[src/prog_port_pkg.sv]
// Constants and types shared by the serial programming port.
package prog_port_pkg;

  // ----------------------------------------------------------------
  // Instruction codes and capture pattern
  // ----------------------------------------------------------------
  localparam int          IR_W              = 4;
  localparam logic [3:0]  DEVICE_RESET_INSTR = 4'hc;
  localparam logic [3:0]  PROGRAM_KEY_INSTR  = 4'h4;
  localparam logic [3:0]  PROGRAM_CMD_INSTR  = 4'h5;
  localparam logic [3:0]  PAGE_LOAD_INSTR    = 4'h6;
  localparam logic [3:0]  PAGE_READ_INSTR    = 4'h7;
  localparam logic [3:0]  BYPASS_INSTR       = 4'hf;
  localparam logic [3:0]  IR_CAPTURE         = 4'h1;

  // ----------------------------------------------------------------
  // Data register widths and reset values
  // ----------------------------------------------------------------
  localparam int           KEY_W      = 16;
  localparam logic [15:0]  KEY_VALUE  = 16'ha370;
  localparam logic [15:0]  KEY_RESET  = 16'h0000;
  localparam int           CMD_W      = 15;
  localparam logic [14:0]  CMD_RESET  = 15'h0000;
  localparam int           BYTE_W     = 8;
  localparam logic [2:0]   LAST_BIT   = 3'h7;
  localparam int           FIFO_DEPTH = 16;

  // ----------------------------------------------------------------
  // Reset time-out after the reset chain is released
  // ----------------------------------------------------------------
  localparam int          CLK_PERIOD_NS = 20;
  localparam int          TO_SHORT_NS   = 4000;
  localparam int          TO_LONG_NS    = 65000;
  localparam logic [11:0] TO_SHORT_CYC  =
    12'((TO_SHORT_NS + CLK_PERIOD_NS - 1) / CLK_PERIOD_NS);
  localparam logic [11:0] TO_LONG_CYC   =
    12'((TO_LONG_NS + CLK_PERIOD_NS - 1) / CLK_PERIOD_NS);

  // Test access port controller states.
  typedef enum logic [3:0] {
    TLR, RTI, SEL_DR, CAP_DR, SH_DR, EX1_DR, PA_DR, EX2_DR, UP_DR,
    SEL_IR, CAP_IR, SH_IR, EX1_IR, PA_IR, EX2_IR, UP_IR
  } tap_state_t;

endpackage

[src/byte_stream_if.sv]
// Valid/ready byte stream between the port logic and its buffer.
`timescale 1ns/100ps
interface byte_stream_if;
  logic       valid;
  logic       ready;
  logic [7:0] data;

  modport src (output valid, output data, input ready);
  modport snk (input valid, input data, output ready);
endinterface

[src/byte_fifo.sv]
// Synchronous FIFO with valid/ready handshakes on both sides.
`timescale 1ns/100ps
module byte_fifo #(
  parameter int WIDTH = 8,
  parameter int DEPTH = 16
) (
  input  wire logic  clk_sys_in,
  input  wire logic  sys_rst_in,
  byte_stream_if.snk fill,
  byte_stream_if.src drain
);
  localparam int AW = $clog2(DEPTH);

  logic [WIDTH-1:0] mem [DEPTH];
  logic [AW-1:0]    wr_ptr;
  logic [AW-1:0]    rd_ptr;
  logic [AW:0]      count;

  // Full and empty come straight from the occupancy count.
  wire do_wr = fill.valid & fill.ready;
  wire do_rd = drain.valid & drain.ready;
  assign fill.ready  = (count != (AW+1)'(DEPTH));
  assign drain.valid = (count != '0);
  assign drain.data  = mem[rd_ptr];

  // Pointers and count advance on each accepted transfer.
  always_ff @(posedge clk_sys_in) begin
    if (sys_rst_in) begin
      wr_ptr <= '0;
      rd_ptr <= '0;
      count  <= '0;
    end else begin
      if (do_wr) wr_ptr <= wr_ptr + 1'b1;
      if (do_rd) rd_ptr <= rd_ptr + 1'b1;
      count <= count + (AW+1)'(do_wr) - (AW+1)'(do_rd);
    end
  end

  // Storage is written without reset.
  always_ff @(posedge clk_sys_in) begin
    if (do_wr) mem[wr_ptr] <= fill.data;
  end
endmodule

[src/pin_sync.sv]
// Two-stage synchroniser for pins from outside the system clock.
`timescale 1ns/100ps
module pin_sync #(
  parameter int W = 3
) (
  input  wire logic         clk_sys_in,
  input  wire logic         sys_rst_in,
  input  wire logic [W-1:0] async_in,
  output logic      [W-1:0] sync_out
);
  logic [W-1:0] meta;

  // The first stage feeds only the second stage.
  always_ff @(posedge clk_sys_in) begin
    if (sys_rst_in) begin
      meta     <= '0;
      sync_out <= '0;
    end else begin
      meta     <= async_in;
      sync_out <= meta;
    end
  end
endmodule

[src/prog_port_top.sv]
// Serial test-port programming logic: instruction decode and data chains.
`timescale 1ns/100ps
module prog_port_top (
  input  wire logic        clk_sys_in,
  input  wire logic        sys_rst_in,
  input  wire logic        tck_in,
  input  wire logic        tms_in,
  input  wire logic        tdi_in,
  output logic             tdo_out,
  output logic             tdo_oe_out,
  input  wire logic        clk_opt_long_in,
  output logic             dev_reset_out,
  output logic             prog_mode_out,
  output logic [14:0]      cmd_word_out,
  input  wire logic [14:0] cmd_result_in,
  output logic             exec_pulse_out,
  output logic [7:0]       page_data_out,
  output logic             page_valid_out,
  input  wire logic        page_ready_in,
  output logic             page_load_ready_out,
  output logic             page_rd_req_out,
  input  wire logic [7:0]  page_rd_data_in
);

  // ----------------------------------------------------------------
  // Pin sampling and clock edge detection
  // ----------------------------------------------------------------
  logic [2:0] pins;
  logic       tck_q;

  pin_sync #(.W(3)) u_sync (
    .clk_sys_in (clk_sys_in),
    .sys_rst_in (sys_rst_in),
    .async_in   ({tck_in, tms_in, tdi_in}),
    .sync_out   (pins)
  );

  // The delayed test clock gives one-cycle edge strobes.
  always_ff @(posedge clk_sys_in) begin
    if (sys_rst_in) tck_q <= 1'b0;
    else            tck_q <= pins[2];
  end

  wire tck_rise = pins[2] & ~tck_q;
  wire tck_fall = ~pins[2] & tck_q;
  wire tms_s    = pins[1];
  wire tdi_s    = pins[0];

  // ----------------------------------------------------------------
  // Test access port controller
  // ----------------------------------------------------------------
  prog_port_pkg::tap_state_t state;
  prog_port_pkg::tap_state_t next_state;

  // Standard sixteen-state walk steered by the mode pin.
  always_comb begin
    case (state)
      prog_port_pkg::TLR:    next_state = tms_s ? prog_port_pkg::TLR
                                                : prog_port_pkg::RTI;
      prog_port_pkg::RTI:    next_state = tms_s ? prog_port_pkg::SEL_DR
                                                : prog_port_pkg::RTI;
      prog_port_pkg::SEL_DR: next_state = tms_s ? prog_port_pkg::SEL_IR
                                                : prog_port_pkg::CAP_DR;
      prog_port_pkg::CAP_DR: next_state = tms_s ? prog_port_pkg::EX1_DR
                                                : prog_port_pkg::SH_DR;
      prog_port_pkg::SH_DR:  next_state = tms_s ? prog_port_pkg::EX1_DR
                                                : prog_port_pkg::SH_DR;
      prog_port_pkg::EX1_DR: next_state = tms_s ? prog_port_pkg::UP_DR
                                                : prog_port_pkg::PA_DR;
      prog_port_pkg::PA_DR:  next_state = tms_s ? prog_port_pkg::EX2_DR
                                                : prog_port_pkg::PA_DR;
      prog_port_pkg::EX2_DR: next_state = tms_s ? prog_port_pkg::UP_DR
                                                : prog_port_pkg::SH_DR;
      prog_port_pkg::SEL_IR: next_state = tms_s ? prog_port_pkg::TLR
                                                : prog_port_pkg::CAP_IR;
      prog_port_pkg::CAP_IR: next_state = tms_s ? prog_port_pkg::EX1_IR
                                                : prog_port_pkg::SH_IR;
      prog_port_pkg::SH_IR:  next_state = tms_s ? prog_port_pkg::EX1_IR
                                                : prog_port_pkg::SH_IR;
      prog_port_pkg::EX1_IR: next_state = tms_s ? prog_port_pkg::UP_IR
                                                : prog_port_pkg::PA_IR;
      prog_port_pkg::PA_IR:  next_state = tms_s ? prog_port_pkg::EX2_IR
                                                : prog_port_pkg::PA_IR;
      prog_port_pkg::EX2_IR: next_state = tms_s ? prog_port_pkg::UP_IR
                                                : prog_port_pkg::SH_IR;
      prog_port_pkg::UP_DR,
      prog_port_pkg::UP_IR:  next_state = tms_s ? prog_port_pkg::SEL_DR
                                                : prog_port_pkg::RTI;
      default:               next_state = prog_port_pkg::TLR;
    endcase
  end

  // The controller moves only on a rising test clock edge.
  always_ff @(posedge clk_sys_in) begin
    if (sys_rst_in)    state <= prog_port_pkg::TLR;
    else if (tck_rise) state <= next_state;
  end

  // ----------------------------------------------------------------
  // Instruction register and decode
  // ----------------------------------------------------------------
  logic [3:0] ir;
  logic [3:0] ir_sr;

  // Four-bit instruction shifted in least significant bit first.
  always_ff @(posedge clk_sys_in) begin
    if (sys_rst_in) begin
      ir    <= prog_port_pkg::BYPASS_INSTR;
      ir_sr <= 4'h0;
    end else if (tck_rise) begin
      case (state)
        prog_port_pkg::TLR:    ir    <= prog_port_pkg::BYPASS_INSTR;
        prog_port_pkg::CAP_IR: ir_sr <= prog_port_pkg::IR_CAPTURE;
        prog_port_pkg::SH_IR:  ir_sr <= {tdi_s, ir_sr[3:1]};
        prog_port_pkg::UP_IR:  ir    <= ir_sr;
        default: ;
      endcase
    end
  end

  // Chain selection and per-state test clock strobes.
  logic prog_mode;
  wire sel_rst    = (ir == prog_port_pkg::DEVICE_RESET_INSTR);
  wire sel_key    = (ir == prog_port_pkg::PROGRAM_KEY_INSTR);
  wire prog_cmd   = (ir == prog_port_pkg::PROGRAM_CMD_INSTR)
                    & prog_mode;
  wire prog_load  = (ir == prog_port_pkg::PAGE_LOAD_INSTR)
                    & prog_mode;
  wire prog_read  = (ir == prog_port_pkg::PAGE_READ_INSTR)
                    & prog_mode;
  wire tick_cap   = tck_rise & (state == prog_port_pkg::CAP_DR);
  wire tick_shift = tck_rise & (state == prog_port_pkg::SH_DR);
  wire tick_upd   = tck_rise & (state == prog_port_pkg::UP_DR);
  wire tick_idle  = tck_rise & (state == prog_port_pkg::RTI);

  // ----------------------------------------------------------------
  // Reset chain, bypass bit and reset time-out
  // ----------------------------------------------------------------
  logic        rst_chain;
  logic        rst_chain_q;
  logic        bypass;
  logic [11:0] to_cnt;

  // The reset chain is untouched by the controller's own reset state.
  always_ff @(posedge clk_sys_in) begin
    if (sys_rst_in) begin
      rst_chain <= 1'b0;
      bypass    <= 1'b0;
    end else begin
      if (tick_shift && sel_rst) rst_chain <= tdi_s;
      if (tick_cap)              bypass    <= 1'b0;
      else if (tick_shift)       bypass    <= tdi_s;
    end
  end

  // Releasing the chain starts the fuse-selected hold-off.
  wire        chain_release = rst_chain_q & ~rst_chain;
  wire [11:0] to_len        = clk_opt_long_in ? prog_port_pkg::TO_LONG_CYC
                                              : prog_port_pkg::TO_SHORT_CYC;
  always_ff @(posedge clk_sys_in) begin
    if (sys_rst_in) begin
      rst_chain_q <= 1'b0;
      to_cnt      <= 12'h000;
    end else begin
      rst_chain_q <= rst_chain;
      if (chain_release)       to_cnt <= to_len;
      else if (to_cnt != '0)   to_cnt <= to_cnt - 12'h001;
    end
  end

  // Unlatched: the chain bit reaches the reset output with no delay.
  // The release strobe bridges the cycle before the counter is loaded.
  assign dev_reset_out = rst_chain | chain_release
                         | (to_cnt != 12'h000);

  // ----------------------------------------------------------------
  // Enable key
  // ----------------------------------------------------------------
  logic [15:0] key_sr;

  // A wrong key on update leaves programming mode again.
  always_ff @(posedge clk_sys_in) begin
    if (sys_rst_in) begin
      key_sr    <= prog_port_pkg::KEY_RESET;
      prog_mode <= 1'b0;
    end else begin
      if (tick_shift && sel_key) key_sr <= {tdi_s, key_sr[15:1]};
      if (tick_upd && sel_key)
        prog_mode <= (key_sr == prog_port_pkg::KEY_VALUE);
    end
  end

  assign prog_mode_out = prog_mode;

  // ----------------------------------------------------------------
  // Command register and execution clock
  // ----------------------------------------------------------------
  logic [14:0] cmd_sr;
  logic        cmd_armed;

  // The applied word drives the memory inputs unchanged; the memory
  // side decodes erase, write, read, latch and poll sequences.
  always_ff @(posedge clk_sys_in) begin
    if (sys_rst_in) begin
      cmd_sr       <= prog_port_pkg::CMD_RESET;
      cmd_word_out <= prog_port_pkg::CMD_RESET;
      cmd_armed    <= 1'b0;
    end else begin
      if (tick_cap && prog_cmd)
        cmd_sr <= cmd_result_in;
      else if (tick_shift && prog_cmd)
        cmd_sr <= {tdi_s, cmd_sr[14:1]};
      if (tick_upd && prog_cmd) begin
        cmd_word_out <= cmd_sr;
        cmd_armed    <= 1'b1;
      end else if (!prog_mode) begin
        cmd_armed    <= 1'b0;
      end
    end
  end

  // One execution pulse per test clock spent in Run-Test/Idle while the command instruction is selected and a command is applied.
  always_ff @(posedge clk_sys_in) begin
    if (sys_rst_in) exec_pulse_out <= 1'b0;
    else exec_pulse_out <= tick_idle & prog_cmd & cmd_armed;
  end

  // ----------------------------------------------------------------
  // Page load and page read chains
  // ----------------------------------------------------------------
  byte_stream_if load_if ();
  byte_stream_if drain_if ();

  logic [2:0] bit_cnt;
  logic [7:0] pl_sr;
  logic [7:0] pr_sr;
  logic [7:0] pr_hold;
  logic       rd_pend;
  logic       push_valid;
  logic [7:0] push_data;

  wire byte_done = (bit_cnt == prog_port_pkg::LAST_BIT);

  // Bit position within the current byte of either page chain.
  always_ff @(posedge clk_sys_in) begin
    if (sys_rst_in)                           bit_cnt <= 3'h0;
    else if (tick_cap)                        bit_cnt <= 3'h0;
    else if (tick_shift && (prog_load || prog_read))
      bit_cnt <= bit_cnt + 3'h1;
  end

  // Each completed byte goes to the buffer while shifting; a full
  // buffer refuses the byte, which the ready output lets a host see.
  always_ff @(posedge clk_sys_in) begin
    if (sys_rst_in) begin
      pl_sr      <= 8'h00;
      push_valid <= 1'b0;
      push_data  <= 8'h00;
    end else begin
      push_valid <= tick_shift & prog_load & byte_done
                    & load_if.ready;
      if (tick_shift && prog_load) begin
        pl_sr     <= {tdi_s, pl_sr[7:1]};
        push_data <= {tdi_s, pl_sr[7:1]};
      end
    end
  end

  assign load_if.valid = push_valid;
  assign load_if.data  = push_data;

  // Capture only prefetches; the first byte out is the filler byte.
  always_ff @(posedge clk_sys_in) begin
    if (sys_rst_in) begin
      pr_sr           <= 8'h00;
      pr_hold         <= 8'h00;
      rd_pend         <= 1'b0;
      page_rd_req_out <= 1'b0;
    end else begin
      page_rd_req_out <= (tick_cap & prog_read)
                         | (tick_shift & prog_read & byte_done);
      rd_pend         <= page_rd_req_out;
      if (rd_pend) pr_hold <= page_rd_data_in;
      if (tick_cap && prog_read)
        pr_sr <= 8'h00;
      else if (tick_shift && prog_read)
        pr_sr <= byte_done ? pr_hold : {1'b0, pr_sr[7:1]};
    end
  end

  byte_fifo #(
    .WIDTH (prog_port_pkg::BYTE_W),
    .DEPTH (prog_port_pkg::FIFO_DEPTH)
  ) u_fifo (
    .clk_sys_in (clk_sys_in),
    .sys_rst_in (sys_rst_in),
    .fill       (load_if),
    .drain      (drain_if)
  );

  assign page_data_out       = drain_if.data;
  assign page_valid_out      = drain_if.valid;
  assign drain_if.ready      = page_ready_in;
  assign page_load_ready_out = load_if.ready;

  // ----------------------------------------------------------------
  // Serial output
  // ----------------------------------------------------------------
  wire shifting = (state == prog_port_pkg::SH_DR)
                  | (state == prog_port_pkg::SH_IR);
  wire tdo_bit  = (state == prog_port_pkg::SH_IR) ? ir_sr[0]
                : sel_rst   ? rst_chain
                : sel_key   ? key_sr[0]
                : prog_cmd  ? cmd_sr[0]
                : prog_read ? pr_sr[0]
                : prog_load ? pl_sr[0]
                : bypass;

  // Output changes on the falling test clock edge.
  always_ff @(posedge clk_sys_in) begin
    if (sys_rst_in) begin
      tdo_out    <= 1'b0;
      tdo_oe_out <= 1'b0;
    end else if (tck_fall) begin
      tdo_out    <= tdo_bit;
      tdo_oe_out <= shifting;
    end
  end

  // ----------------------------------------------------------------
  // Checks
  // ----------------------------------------------------------------
  a_ir_update: assert property (
    @(posedge clk_sys_in) disable iff (sys_rst_in)
    (tck_rise && state == prog_port_pkg::UP_IR) |=> ir == $past(ir_sr))
    else $error("Instruction not updated from shift register.");

  a_reset_chain_out: assert property (
    @(posedge clk_sys_in) disable iff (sys_rst_in)
    rst_chain |-> dev_reset_out)
    else $error("Reset chain set but device reset low.");

  a_timeout_hold: assert property (
    @(posedge clk_sys_in) disable iff (sys_rst_in)
    $fell(rst_chain) |-> dev_reset_out [*8])
    else $error("Device reset ended without time-out.");

  a_key_accept: assert property (
    @(posedge clk_sys_in) disable iff (sys_rst_in)
    (tick_upd && sel_key && key_sr == prog_port_pkg::KEY_VALUE)
      |=> prog_mode)
    else $error("Matching key did not enter programming mode.");

  a_key_reject: assert property (
    @(posedge clk_sys_in) disable iff (sys_rst_in)
    (tick_upd && sel_key && key_sr != prog_port_pkg::KEY_VALUE)
      |=> !prog_mode)
    else $error("Wrong key entered programming mode.");

  a_capture_result: assert property (
    @(posedge clk_sys_in) disable iff (sys_rst_in)
    (tick_cap && prog_cmd) |=> cmd_sr == $past(cmd_result_in))
    else $error("Capture did not load command result.");

  a_cmd_apply: assert property (
    @(posedge clk_sys_in) disable iff (sys_rst_in)
    (tick_upd && prog_cmd) |=> cmd_word_out == $past(cmd_sr))
    else $error("Update did not apply shifted command.");

  a_exec_pulse: assert property (
    @(posedge clk_sys_in) disable iff (sys_rst_in)
    (tick_idle && prog_cmd && cmd_armed) |=> exec_pulse_out ##1
      !exec_pulse_out)
    else $error("Idle clock did not give one execution pulse.");

  a_exec_gated: assert property (
    @(posedge clk_sys_in) disable iff (sys_rst_in)
    !prog_mode |=> !exec_pulse_out)
    else $error("Execution pulse outside programming mode.");

  a_page_push: assert property (
    @(posedge clk_sys_in) disable iff (sys_rst_in)
    (tick_shift && prog_load && byte_done && load_if.ready)
      |=> load_if.valid && load_if.data == {$past(tdi_s), $past(pl_sr[7:1])})
    else $error("Completed page byte not pushed.");

endmodule

[config.mk]
export PLATFORM = sky130hd
export DESIGN_NAME = prog_port_top
export DESIGN_NICKNAME = d
export VERILOG_FILES = /design/src/prog_port_pkg.sv /design/src/byte_stream_if.sv /design/src/byte_fifo.sv /design/src/pin_sync.sv /design/src/prog_port_top.sv
export SDC_FILE = /design/constraint.sdc
export NUM_CORES = 1
export LEC_CHECK = 0
export BUFFER_PORTS_ARGS = -buffer_cell sky130_fd_sc_hd__buf_2
export CAP_MARGIN = 10
export CORE_ASPECT_RATIO = 2
export CORE_MARGIN = 3
export CORE_UTILIZATION = 30
export DETAILED_ROUTE_END_ITERATION = 10
export PLACE_DENSITY = 0.42
export SKIP_LAST_GASP = 1
export SYNTH_ARGS = -nofsm -noshare
export SYNTH_HDL_FRONTEND = slang
export SYNTH_SLANG_ARGS = --single-unit
[constraint.sdc]
create_clock -name clk_sys_in -period 7.2 [get_ports clk_sys_in]
set_input_delay 0.72 -clock clk_sys_in [delete_from_list [all_inputs] [get_ports clk_sys_in]]
set_output_delay 0.72 -clock clk_sys_in [all_outputs]
set_load 0.02 [all_outputs]
# After elaboration in Yosys (flattened, before gate mapping)
# Memories as Yosys holds them, arrays and structs flattened. A register that Yosys moved wholly into a read port is not among the register bits.
# Index checks and enable logic that the tools add are counted.
[totals] inputBits=30 out_inout_bits=31 mem_bits_rw=128 word_cells=144 regBits=128 memories=1
[op_classes] eq_ne=24 n_addsub=6 n_bitwise=27 n_mux=33 n_reduce_logical=25
[memory_table] memory="u_fifo.mem" words=16 word_bits=8 rd=1 rd_clocked_by_memory_dff=1 wr=1 line_no="byte_fifo.sv:14" source="logic [WIDTH-1:0] mem [DEPTH];"
[op_table] cell="$pmux W4 S12" count=1
[op_table] cell="$eq A4 B4 Y1 const B" count=9
[op_table] cell="$mux W12" count=3
[op_table] cell="$eq A4 B3 Y1 const B" count=8
[op_table] cell="$mux W15" count=2
[op_table] cell="$mux W4" count=6
[op_table] cell="$and A1 B1 Y1" count=20
[op_table] cell="$eq A16 B16 Y1 const B" count=1
[op_table] cell="$pmux W4 S2" count=2
[op_table] cell="$mux W1" count=13
[op_table] cell="$reduce_bool A12 Y1" count=1
[op_table] cell="$sub A12 B1 Y12 const B" count=1
[op_table] cell="$logic_and A1 B1 Y1" count=10
[op_table] cell="$add A4 B1 Y4 const B" count=2
[op_table] cell="$eq A4 B2 Y1 const B" count=2
[op_table] cell="$mux W8" count=1
[op_table] cell="$reduce_bool A2 Y1" count=4
[op_table] cell="$reduce_or A2 Y1" count=4
[op_table] cell="$mux W2" count=3
[op_table] cell="$mux W3" count=2
[op_table] cell="$add A5 B1 Y5" count=1
[op_table] cell="$ne A5 B5 Y1 const B" count=1
[op_table] cell="$reduce_bool A5 Y1" count=1
[op_table] cell="$sub A5 B1 Y5" count=1
[op_table] cell="other kinds (10)" count=16

# Logic depth before layout (Yosys ltp)
# Gate-level depths: netlist (run 1).
[depth] ltp_word=8 ltp_mapped=14

# Hierarchy
# A second synthesis (run 1) with hierarchy kept.
[unflattened] cells_unflattened=813 hier_area_um2=10657.7
[by_module_without_submodules] mod="byte_fifo" cells_per_inst=308 seq_area_each_um2=4184.0 area_each_um2=5811.8 instances=1
[by_module_without_submodules] mod="prog_port_top" cells_per_inst=493 seq_area_each_um2=2182.1 area_each_um2=4688.2 instances=1
[by_module_without_submodules] mod="pin_sync" cells_per_inst=12 seq_area_each_um2=120.1 area_each_um2=157.7 instances=1

# Worst setup path after synthesis (run 1)
# OpenSTA, ideal clock, no wires.
[synth_path] path_kind="register to register" startpoint="register u_fifo.count[3]" endpoint="register u_fifo.count[4]" slack_ns=4.073 path_buffers=1 path_stages_with_launch=15 required_time_ns=7.130 t_arrival_ns=3.056 cell_sequence="dfxtp_1 inv_1 ha_1 or4b_2 clkbuf_1 nand2_1 inv_1 ha_1 inv_1 ha_1 fa_1 a21oi_1 nor2_1 or3_1 a21oi_1"
[synth_via] elab_cells_between_ends=6 cone_classes="add/sub (2); eq/ne (1); bitwise (2); reduce/logical (1)"
[synth_rtl] item="start: declaration" line_no="byte_fifo.sv:17" source="logic [AW:0] count;"
[synth_rtl] item="start signal: assignment" line_no="byte_fifo.sv:35" source="count <= count + (AW+1)'(do_wr) - (AW+1)'(do_rd);"
[synth_rtl] item="$reduce_bool A5 Y1" line_no="byte_fifo.sv:23" source="assign drain.valid = (count != '0);"
[synth_rtl] item="via page_valid_out" line_no="prog_port_top.sv:18" source="output logic page_valid_out,"
[synth_rtl] item="$and A1 B1 Y1" line_no="byte_fifo.sv:21" source="wire do_rd = drain.valid & drain.ready;"
[synth_rtl] item="via u_fifo.do_rd" line_no="byte_fifo.sv:21"
[synth_rtl] item="$sub A5 B1 Y5" line_no="byte_fifo.sv:35"
# The timed path passes the listed nets, and every way through them passes these cells.
# A chain may end at the register's enable or synchronous reset.

# Worst setup path after layout (run 1)
[layout_path] startpoint="register to_cnt[5]" endpoint="output port dev_reset_out"
[layout_via] elab_chain_cells=2
[layout_rtl] item="start: declaration" line_no="prog_port_top.sv:142" source="logic [11:0] to_cnt;"
[layout_rtl] item="start signal: assignment" line_no="prog_port_top.sv:166" source="if (chain_release) to_cnt <= to_len;"
[layout_rtl] item="start signal: assignment" line_no="prog_port_top.sv:167" source="else if (to_cnt != '0) to_cnt <= to_cnt - 12'h001;"
[layout_rtl] item="$reduce_bool A12 Y1" line_no="prog_port_top.sv:174" source="| (to_cnt != 12'h000);"
[layout_rtl] item="$or A1 B1 Y1" line_no="prog_port_top.sv:174"
[layout_rtl] item="end: declaration" line_no="prog_port_top.sv:12" source="output logic dev_reset_out,"
# No other way between the ends.

==> results of run 1 <==
[logic make-up after synthesis]
| kind of cell | Yosys count |
|---|---|
| AND/OR/NAND/NOR | 242 |
| AO/OA/AOI/OAI | 131 |
| XOR/XNOR | 14 |
| multiplexers | 96 |
| flip-flops | 260 |
| buffers and inverters | 72 |
| adder cells (fa/ha/maj) | 16 |
[synthesized netlist by cell type, types with 3 or more instances]
cell type	count	area share [%]
a211oi_1	26	1.8
edfxtp_1	128	36
a311oi_1	3	0.25
a21oi_1	34	1.6
or3_1	7	0.41
a22oi_1	16	1.1
dfxtp_1	132	25
xnor2_1	8	0.66
mux2i_1	64	6.0
a31oi_1	5	0.29
buf_2	10	0.47
and3_1	3	0.18
nor2b_1	17	1.0
o21ai_0	9	0.42
inv_1	16	0.56
buf_1	8	0.28
nor4b_1	4	0.33
nor4bb_1	3	0.28
nand3b_1	3	0.21
ha_1	15	1.8
nor3_1	18	0.85
mux4_2	32	6.8
nand2_1	24	0.85
nand3_1	11	0.52
nor3b_1	5	0.35
xor2_1	6	0.49
or4_1	4	0.28
nor4_1	3	0.18
clkbuf_1	36	1.3
nand2b_1	15	0.88
o22ai_1	19	1.1
nand4b_1	5	0.41
nor2_1	100	3.5
[worst register-to-register path, cell delays in order (launching register included)]
cell	delay, ns
dfxtp_1	0.32
inv_1	0.08
ha_1	0.16
or4b_2	0.67
nand2_1	0.16
inv_1	0.06
ha_1	0.27
inv_1	0.04
ha_1	0.22
fa_1	0.43
a21oi_1	0.14
nor2_1	0.06
or3_1	0.34
a21oi_1	0.13
[final cells by class]
class                   count  share of cell area (%)
inverters                  16                   0.492
flip-flops and latches    260                    53.1
clock inverters            13                    1.01
multi-input cells         499                    32.0
well taps                 445                    4.56
clock buffers              35                    6.02
repair buffers             66                    2.85
[registers in the layout (all words and copies together), names as in the netlist, 5 cells and up, named ones only]
signal        cells
u_fifo.mem      128
key_sr           16
cmd_sr           15
cmd_word_out     15
to_cnt           12
load_if.data      8
pr_hold           8
pr_sr             8
u_fifo.count      5
[power groups by stage]
stage | Combinational (mW) | Clock [mW] | Sequential (mW)
3_5_place_dp | 0.729 | 0 | 1.68
3_3_place_gp | 0.730 | 0 | 1.68
5_1_grt | 0.790 | 1.47 | 1.66
6_report | 0.707 | 1.36 | 1.65
2_1_floorplan | 0.566 | 0 | 1.66
4_1_cts | 0.732 | 1.42 | 1.65
[cell usage in the layout, fill, tap and decap left out, types with 5 or more instances in the layout]
cell type | netlist | routed
buf_2 | 10 | 59
nand2_1 | 24 | 24
clkbuf_1 | 36 | 5
a21oi_1 | 34 | 34
ha_1 | 15 | 15
nor3_2 | 1 | 5
o21ai_0 | 9 | 9
nor3_1 | 18 | 14
o22ai_1 | 19 | 19
a31oi_1 | 5 | 5
buf_4 | 1 | 7
a211oi_1 | 26 | 26
mux4_2 | 32 | 32
mux2i_1 | 64 | 64
nand2b_1 | 15 | 15
xor2_1 | 6 | 6
nand3_1 | 11 | 11
xnor2_1 | 8 | 8
inv_1 | 16 | 16
clkbuf_16 | 0 | 27
dfxtp_1 | 132 | 131
a22oi_1 | 16 | 16
nor2_1 | 100 | 99
nand4b_1 | 5 | 5
nor2b_1 | 17 | 17
edfxtp_1 | 128 | 128
or3_1 | 7 | 7
nor3b_1 | 5 | 5
[routing by layer]
metal | up-vias | share of wire (%) | GRT usage (%)
li1 | 3191 | - | -
met2 | 95 | 59 | 27.7
met4 | 0 | 2.2 | 3.92
met1 | 3223 | 35 | 13.6
met3 | 39 | 3.5 | 2.07
met5 | - | 0 | 0
[path summary, 6_finish.rpt]
path | end | start | slack (ns) | depth (start not counted)
setup / recovery | dev_reset_out | to_cnt[5]$_SDFFE_PP0P_ | 3.75 | 4
hold / removal | u_sync.meta[0]$_SDFF_PP0_ | tdi_in | 0.39 | 2
setup reg to reg | u_fifo.count[4]$_SDFF_PP0_ | u_fifo.count[3]$_SDFF_PP0_ | 4.06 | 13
hold reg to reg | u_sync.sync_out[0]$_SDFF_PP0_ | u_sync.meta[0]$_SDFF_PP0_ | 0.44 | 1
==> flow_metrics.py, run 1 <==
metrics = {
    "pwr": {
        "combPwrFrac_pct": 19.0,
        "vdd_drop_max_v": 0.000192,
        "power.leakage_nw": 4.22,
        "power_switching_mw": 1.04,
        "total_power_mw": 3.72,
        "powerDensity_nw_per_um2": 304,
        "internal_power_mw": 2.68,
        "p_sw_share_pct": 27.9,
        "clkPwrFrac_pct": 36.6,
        "pwr-share-seq_pct": 44.3,
    },
    "synthesis": {
        "synth-seq-cells": 260,
        "ys_warn_count": 0,
        "synth_xor_xnor_area_share_pct": 1.15,
        "netlist_instances": 831,
        "synth-simple-area-share_pct": 12.3,
        "syn_area_um2": 10700,
        "yosys.cell_types.count": 63,
        "yosysSeqAreaShare_pct": 60.9,
        "synthMuxAreaShare_pct": 12.8,
        "synth-compound-area-share_pct": 8.18,
        "syn_nets": 877,
        "async_flop_share_pct": 0,
        "yosys.area_share.adder_pct": 1.95,
        "synth_edf_count": 128,
        "yosys_most_used_dff": "dfxtp_1",
        "synth_top_family_by_area": "multiplexers",
        "syn_area_per_cell_um2": 12.8,
    },
    "critical_path": {
        "end_kind": "output pin",
        "cp_slowest_cell": "or4_1",
        "crit_chain": "or4_1 -> or4b_4 -> or3_1 -> buf_2",
        "path_max_fanout": 7,
        "cp.arrival_ns": 2.73,
        "crit_type": "reg -> out",
        "required_ns": 6.48,
        "critPathMaxStageDelay_ns": 0.70,
        "cp_top_family": "simple AND/OR/NAND/NOR gates",
        "critPathLaunchType": "flip-flop",
        "worst-path-buf-inv": 1,
    },
    "worst_hold_path": {
        "hold_path_class": "in -> reg",
    },
    "clocking": {
        "cts_tree": "done",
        "post_cts_resize_count": 0,
        "cts_buffers": 26,
        "cts_sinks": 260,
        "cts_setup_buffers": 0,
        "root_buffer": "clkbuf_16",
        "clk_pin_slew_ns": 0.07,
        "clock_path_buffers": 3,
        "htreeDepth": 1,
        "cts_hold_buf": 0,
        "clk_latency_ns": 0.54,
    },
    "floorplan": {
        "dieArea_um2": 38000,
        "initial_core_util_pct": 30.4,
        "core_region_area_um2": 35100,
        "die_h_um": 273,
        "row_count": 97,
        "ios": 61,
        "fp.dieW_um": 139,
    },
    "sta": {
        "rsz0062_at_grt": "false",
        "whs_ns": 0.388,
        "skew_ns": 0.0125,
        "slew_violations": 0,
        "fin_crit_ns": 3.45,
        "hold_viol_final": 0,
        "setup_slack_ns": 3.75,
        "tightest_slew_ns": 1.09,
        "max_clock_freq_mhz": 290,
        "finalSetupViolations": 0,
        "finalCritPeriodShare_pct": 48.0,
        "fin_tns_setup_ns": 0,
        "slew_headroom_pct": 27.5,
    },
    "route": {
        "ant_nets": 0,
        "vias": 6548,
        "wirelength_um": 25700,
        "dr.first_iter.drc_count": 214,
        "wl_per_cell_um": 19.3,
        "viasPerCell": 4.91,
        "dr.pass1.iters": 4,
        "drc": 0,
    },
    "placement": {
        "dp.cells": 1286,
        "place.gp.congestion": 0.734,
        "hpwl_um": 17600,
        "pre_cts_slack_ns": 4.09,
        "dpl_cell_area_um2": 11400,
        "port_buffers": 60,
    },
    "global_routing": {
        "grt_max_degree": 65,
        "grt_pass1_wl_um": 40400,
        "overflow": 0,
        "grt_pass1_vias": 6925,
        "grt.total_usage_pct": 13.5,
        "antenna_found_initial": 0,
    },
    "finish": {
        "drive_above_1_share_pct": 18.0,
        "regArea_um2": 6490,
        "multi_input_area_um2": 3910,
        "final_cells": 1334,
        "design_area_um2": 12200,
        "area_delta_synth_final_pct": 14.6,
        "final_util_pct": 34.8,
        "diodes": 0,
        "nets": 915,
        "fill_cells": 3456,
    },
    "flow_run": {
        "maxCapViolCount": 0,
    },
    "run_status": {
        "status": "complete, no violations",
    },
}
Power figures use the tool's default switching activity.
==> inputs of run 2 (changes only) <==
Clock period 7.2 ns to 3.6 ns, I/O delays scaled along.
==> flow_metrics.py, run 2 (same netlist as run 1, synthesis figures left out) <==
metrics = {
    "sta": {
        "fin_crit_ns": 3.17,
        "slew_violations": 0,
        "max_clock_freq_mhz": 316,
        "skew_ns": 0.00908,
        "slew_headroom_pct": 38.4,
        "whs_ns": 0.0440,
        "finalCritPeriodShare_pct": 88.0,
        "fin_tns_setup_ns": 0,
        "hold_viol_final": 0,
        "rsz0062_at_grt": "false",
        "tightest_slew_ns": 0.921,
        "finalSetupViolations": 0,
    },
    "clocking": {
        "cts_hold_buf": 0,
        "cts_sinks": 260,
        "cts_setup_buffers": 0,
        "htreeDepth": 1,
        "post_cts_resize_count": 0,
        "clk_pin_slew_ns": 0.07,
        "root_buffer": "clkbuf_16",
        "clk_latency_ns": 0.53,
        "clock_path_buffers": 3,
        "cts_tree": "done",
        "cts_buffers": 25,
    },
    "critical_path": {
        "critPathMaxStageDelay_ns": 0.67,
        "cp.arrival_ns": 3.63,
        "cp_top_family": "simple AND/OR/NAND/NOR gates",
        "cp_slowest_cell": "or4b_2",
        "endpoint": "u_fifo.count[4]$_SDFF_PP0_",
        "path_max_fanout": 5,
        "worst-path-buf-inv": 3,
        "critPathLaunchType": "flip-flop",
        "end_kind": "flip-flop",
        "required_ns": 4.06,
        "startpoint": "u_fifo.count[2]$_SDFF_PP0_",
        "r2r_setup_slack_ns": 0.43,
        "crit_cells": 13,
        "worst_r2r_path_depth": 13,
        "crit_type": "reg -> reg",
        "r2r_end": "u_fifo.count[4]$_SDFF_PP0_",
        "rr_startpoint": "u_fifo.count[2]$_SDFF_PP0_",
        "crit_chain": "inv_1 -> ha_1 -> or4b_2 -> nand2_1 -> inv_1 -> ha_1 -> inv_1 -> ha_1 -> fa_1 -> a21oi_1 -> nor2_1 -> or3_1 -> a21oi_1",
    },
    "finish": {
        "design_area_um2": 12400,
        "final_cell_mix": "131 x dfxtp_1, 128 x edfxtp_1, 99 x nor2_1",
        "final_cells": 1352,
        "largest_reg_flops": 128,
        "area_delta_synth_final_pct": 16.4,
        "final_common_cell": "dfxtp_1",
        "fill_cells": 3445,
        "nets": 934,
        "top_regs": "u_fifo.mem (128), key_sr (16)",
        "regMostFlops": "u_fifo.mem",
        "drive_above_1_share_pct": 19.1,
    },
    "placement": {
        "port_buffers": 60,
        "place.gp.congestion": 0.745,
        "dpl_cell_area_um2": 11500,
        "dp.cells": 1306,
        "hpwl_um": 17800,
    },
    "route": {
        "viasPerCell": 4.87,
        "dr.pass1.iters": 6,
        "wl_per_cell_um": 19.2,
        "dr.first_iter.drc_count": 247,
        "ant_nets": 0,
        "drc": 0,
        "vias": 6588,
        "wirelength_um": 25900,
    },
    "flow_run": {
        "maxCapViolCount": 0,
    },
    "pwr": {
        "power_switching_mw": 2.04,
        "pwr-share-seq_pct": 43.0,
        "total_power_mw": 7.66,
        "combPwrFrac_pct": 18.8,
        "vdd_drop_max_v": 0.000418,
        "internal_power_mw": 5.61,
        "p_sw_share_pct": 26.7,
        "clkPwrFrac_pct": 38.2,
        "power.leakage_nw": 4.32,
        "powerDensity_nw_per_um2": 617,
    },
    "worst_hold_path": {
        "hold_path_class": "in -> reg",
    },
    "floorplan": {
        "initial_core_util_pct": 30.4,
        "fp.dieW_um": 139,
        "dieArea_um2": 38000,
        "die_h_um": 273,
        "row_count": 97,
        "core_region_area_um2": 35100,
        "ios": 61,
    },
    "global_routing": {
        "grt_pass1_vias": 7035,
        "grt.total_usage_pct": 13.6,
        "antenna_found_initial": 1,
        "overflow": 0,
        "grt_max_degree": 67,
        "grt_pass1_wl_um": 40700,
    },
    "run_status": {
        "status": "complete, no violations",
    },
}
==> run 2: changes by cell type in the layout (fill, tap and decap cells not counted), sizes merged <==
cell / delta
buf: +20
clkbuf: -10
bufinv: +6
inv: -4
clkinv: +3
clkinvlp: +2
diode: +1
==> run 2: worst min-delay path by stage <==
stage	cells after the start	end	from	slack (ns)
global placement	1	u_sync.sync_out[0]$_SDFF_PP0_	u_sync.meta[0]$_SDFF_PP0_	0.42
detailed placement	1	u_sync.sync_out[0]$_SDFF_PP0_	u_sync.meta[0]$_SDFF_PP0_	0.43
floorplan	1	u_sync.sync_out[0]$_SDFF_PP0_	u_sync.meta[0]$_SDFF_PP0_	0.41
CTS	2	u_sync.meta[0]$_SDFF_PP0_	tdi_in	0.02
global route	2	u_sync.meta[0]$_SDFF_PP0_	tdi_in	0.03
finish	2	u_sync.meta[0]$_SDFF_PP0_	tdi_in	0.04
==> run 2: per-layer routing <==
layer	part of all wire, %	track usage [%]	wire (um)
met5	0	0	0
met4	3.3	5.15	850
met3	3.7	2.35	950
met2	57	27.3	14800
met1	36	13.7	9290
==> run 2: stage by stage <==
step	util (%)	setup slack [ns]
5_1_grt	35.4	0.252
6_report	35.4	0.433
2_1_floorplan	-	0.473
3_3_place_gp	32.8	0.503
3_5_place_dp	32.8	0.437
4_1_cts	35.4	0.424
==> run 2: area by class of cell <==
| cell class | count | area, um^2 | area share, % |
|---|---|---|---|
| flip-flops and latches | 260 | 6490 | 52.3 |
| multi-input cells | 499 | 3890 | 31.3 |
| repair buffers | 86 | 510 | 4.11 |
| clock inverters | 20 | 278 | 2.24 |
| well taps | 445 | 557 | 4.49 |
| diodes | 1 | 2.50 | 0.0202 |
| clock buffers | 25 | 626 | 5.04 |
| inverters | 16 | 60.1 | 0.484 |
==> run 2: power by group through the flow <==
stage / Combinational [mW] / Sequential (mW) / Clock (mW)
3_5_place_dp: 1.48 / 3.36 / 0
5_1_grt: 1.60 / 3.31 / 3.14
2_1_floorplan: 1.13 / 3.31 / 0
3_3_place_gp: 1.49 / 3.36 / 0
6_report: 1.44 / 3.29 / 2.92
4_1_cts: 1.49 / 3.29 / 3.04
==> run 2: worst reg2reg max path: cells and delay by family, from the launching register on <==
| kind | cells | cell delay, ns |
|---|---|---|
| fa+ha+maj | 4 | 1.09 |
| buf+inv | 3 | 0.18 |
| simple gates | 4 | 1.23 |
| flops | 1 | 0.32 |
| compound gates | 2 | 0.28 |
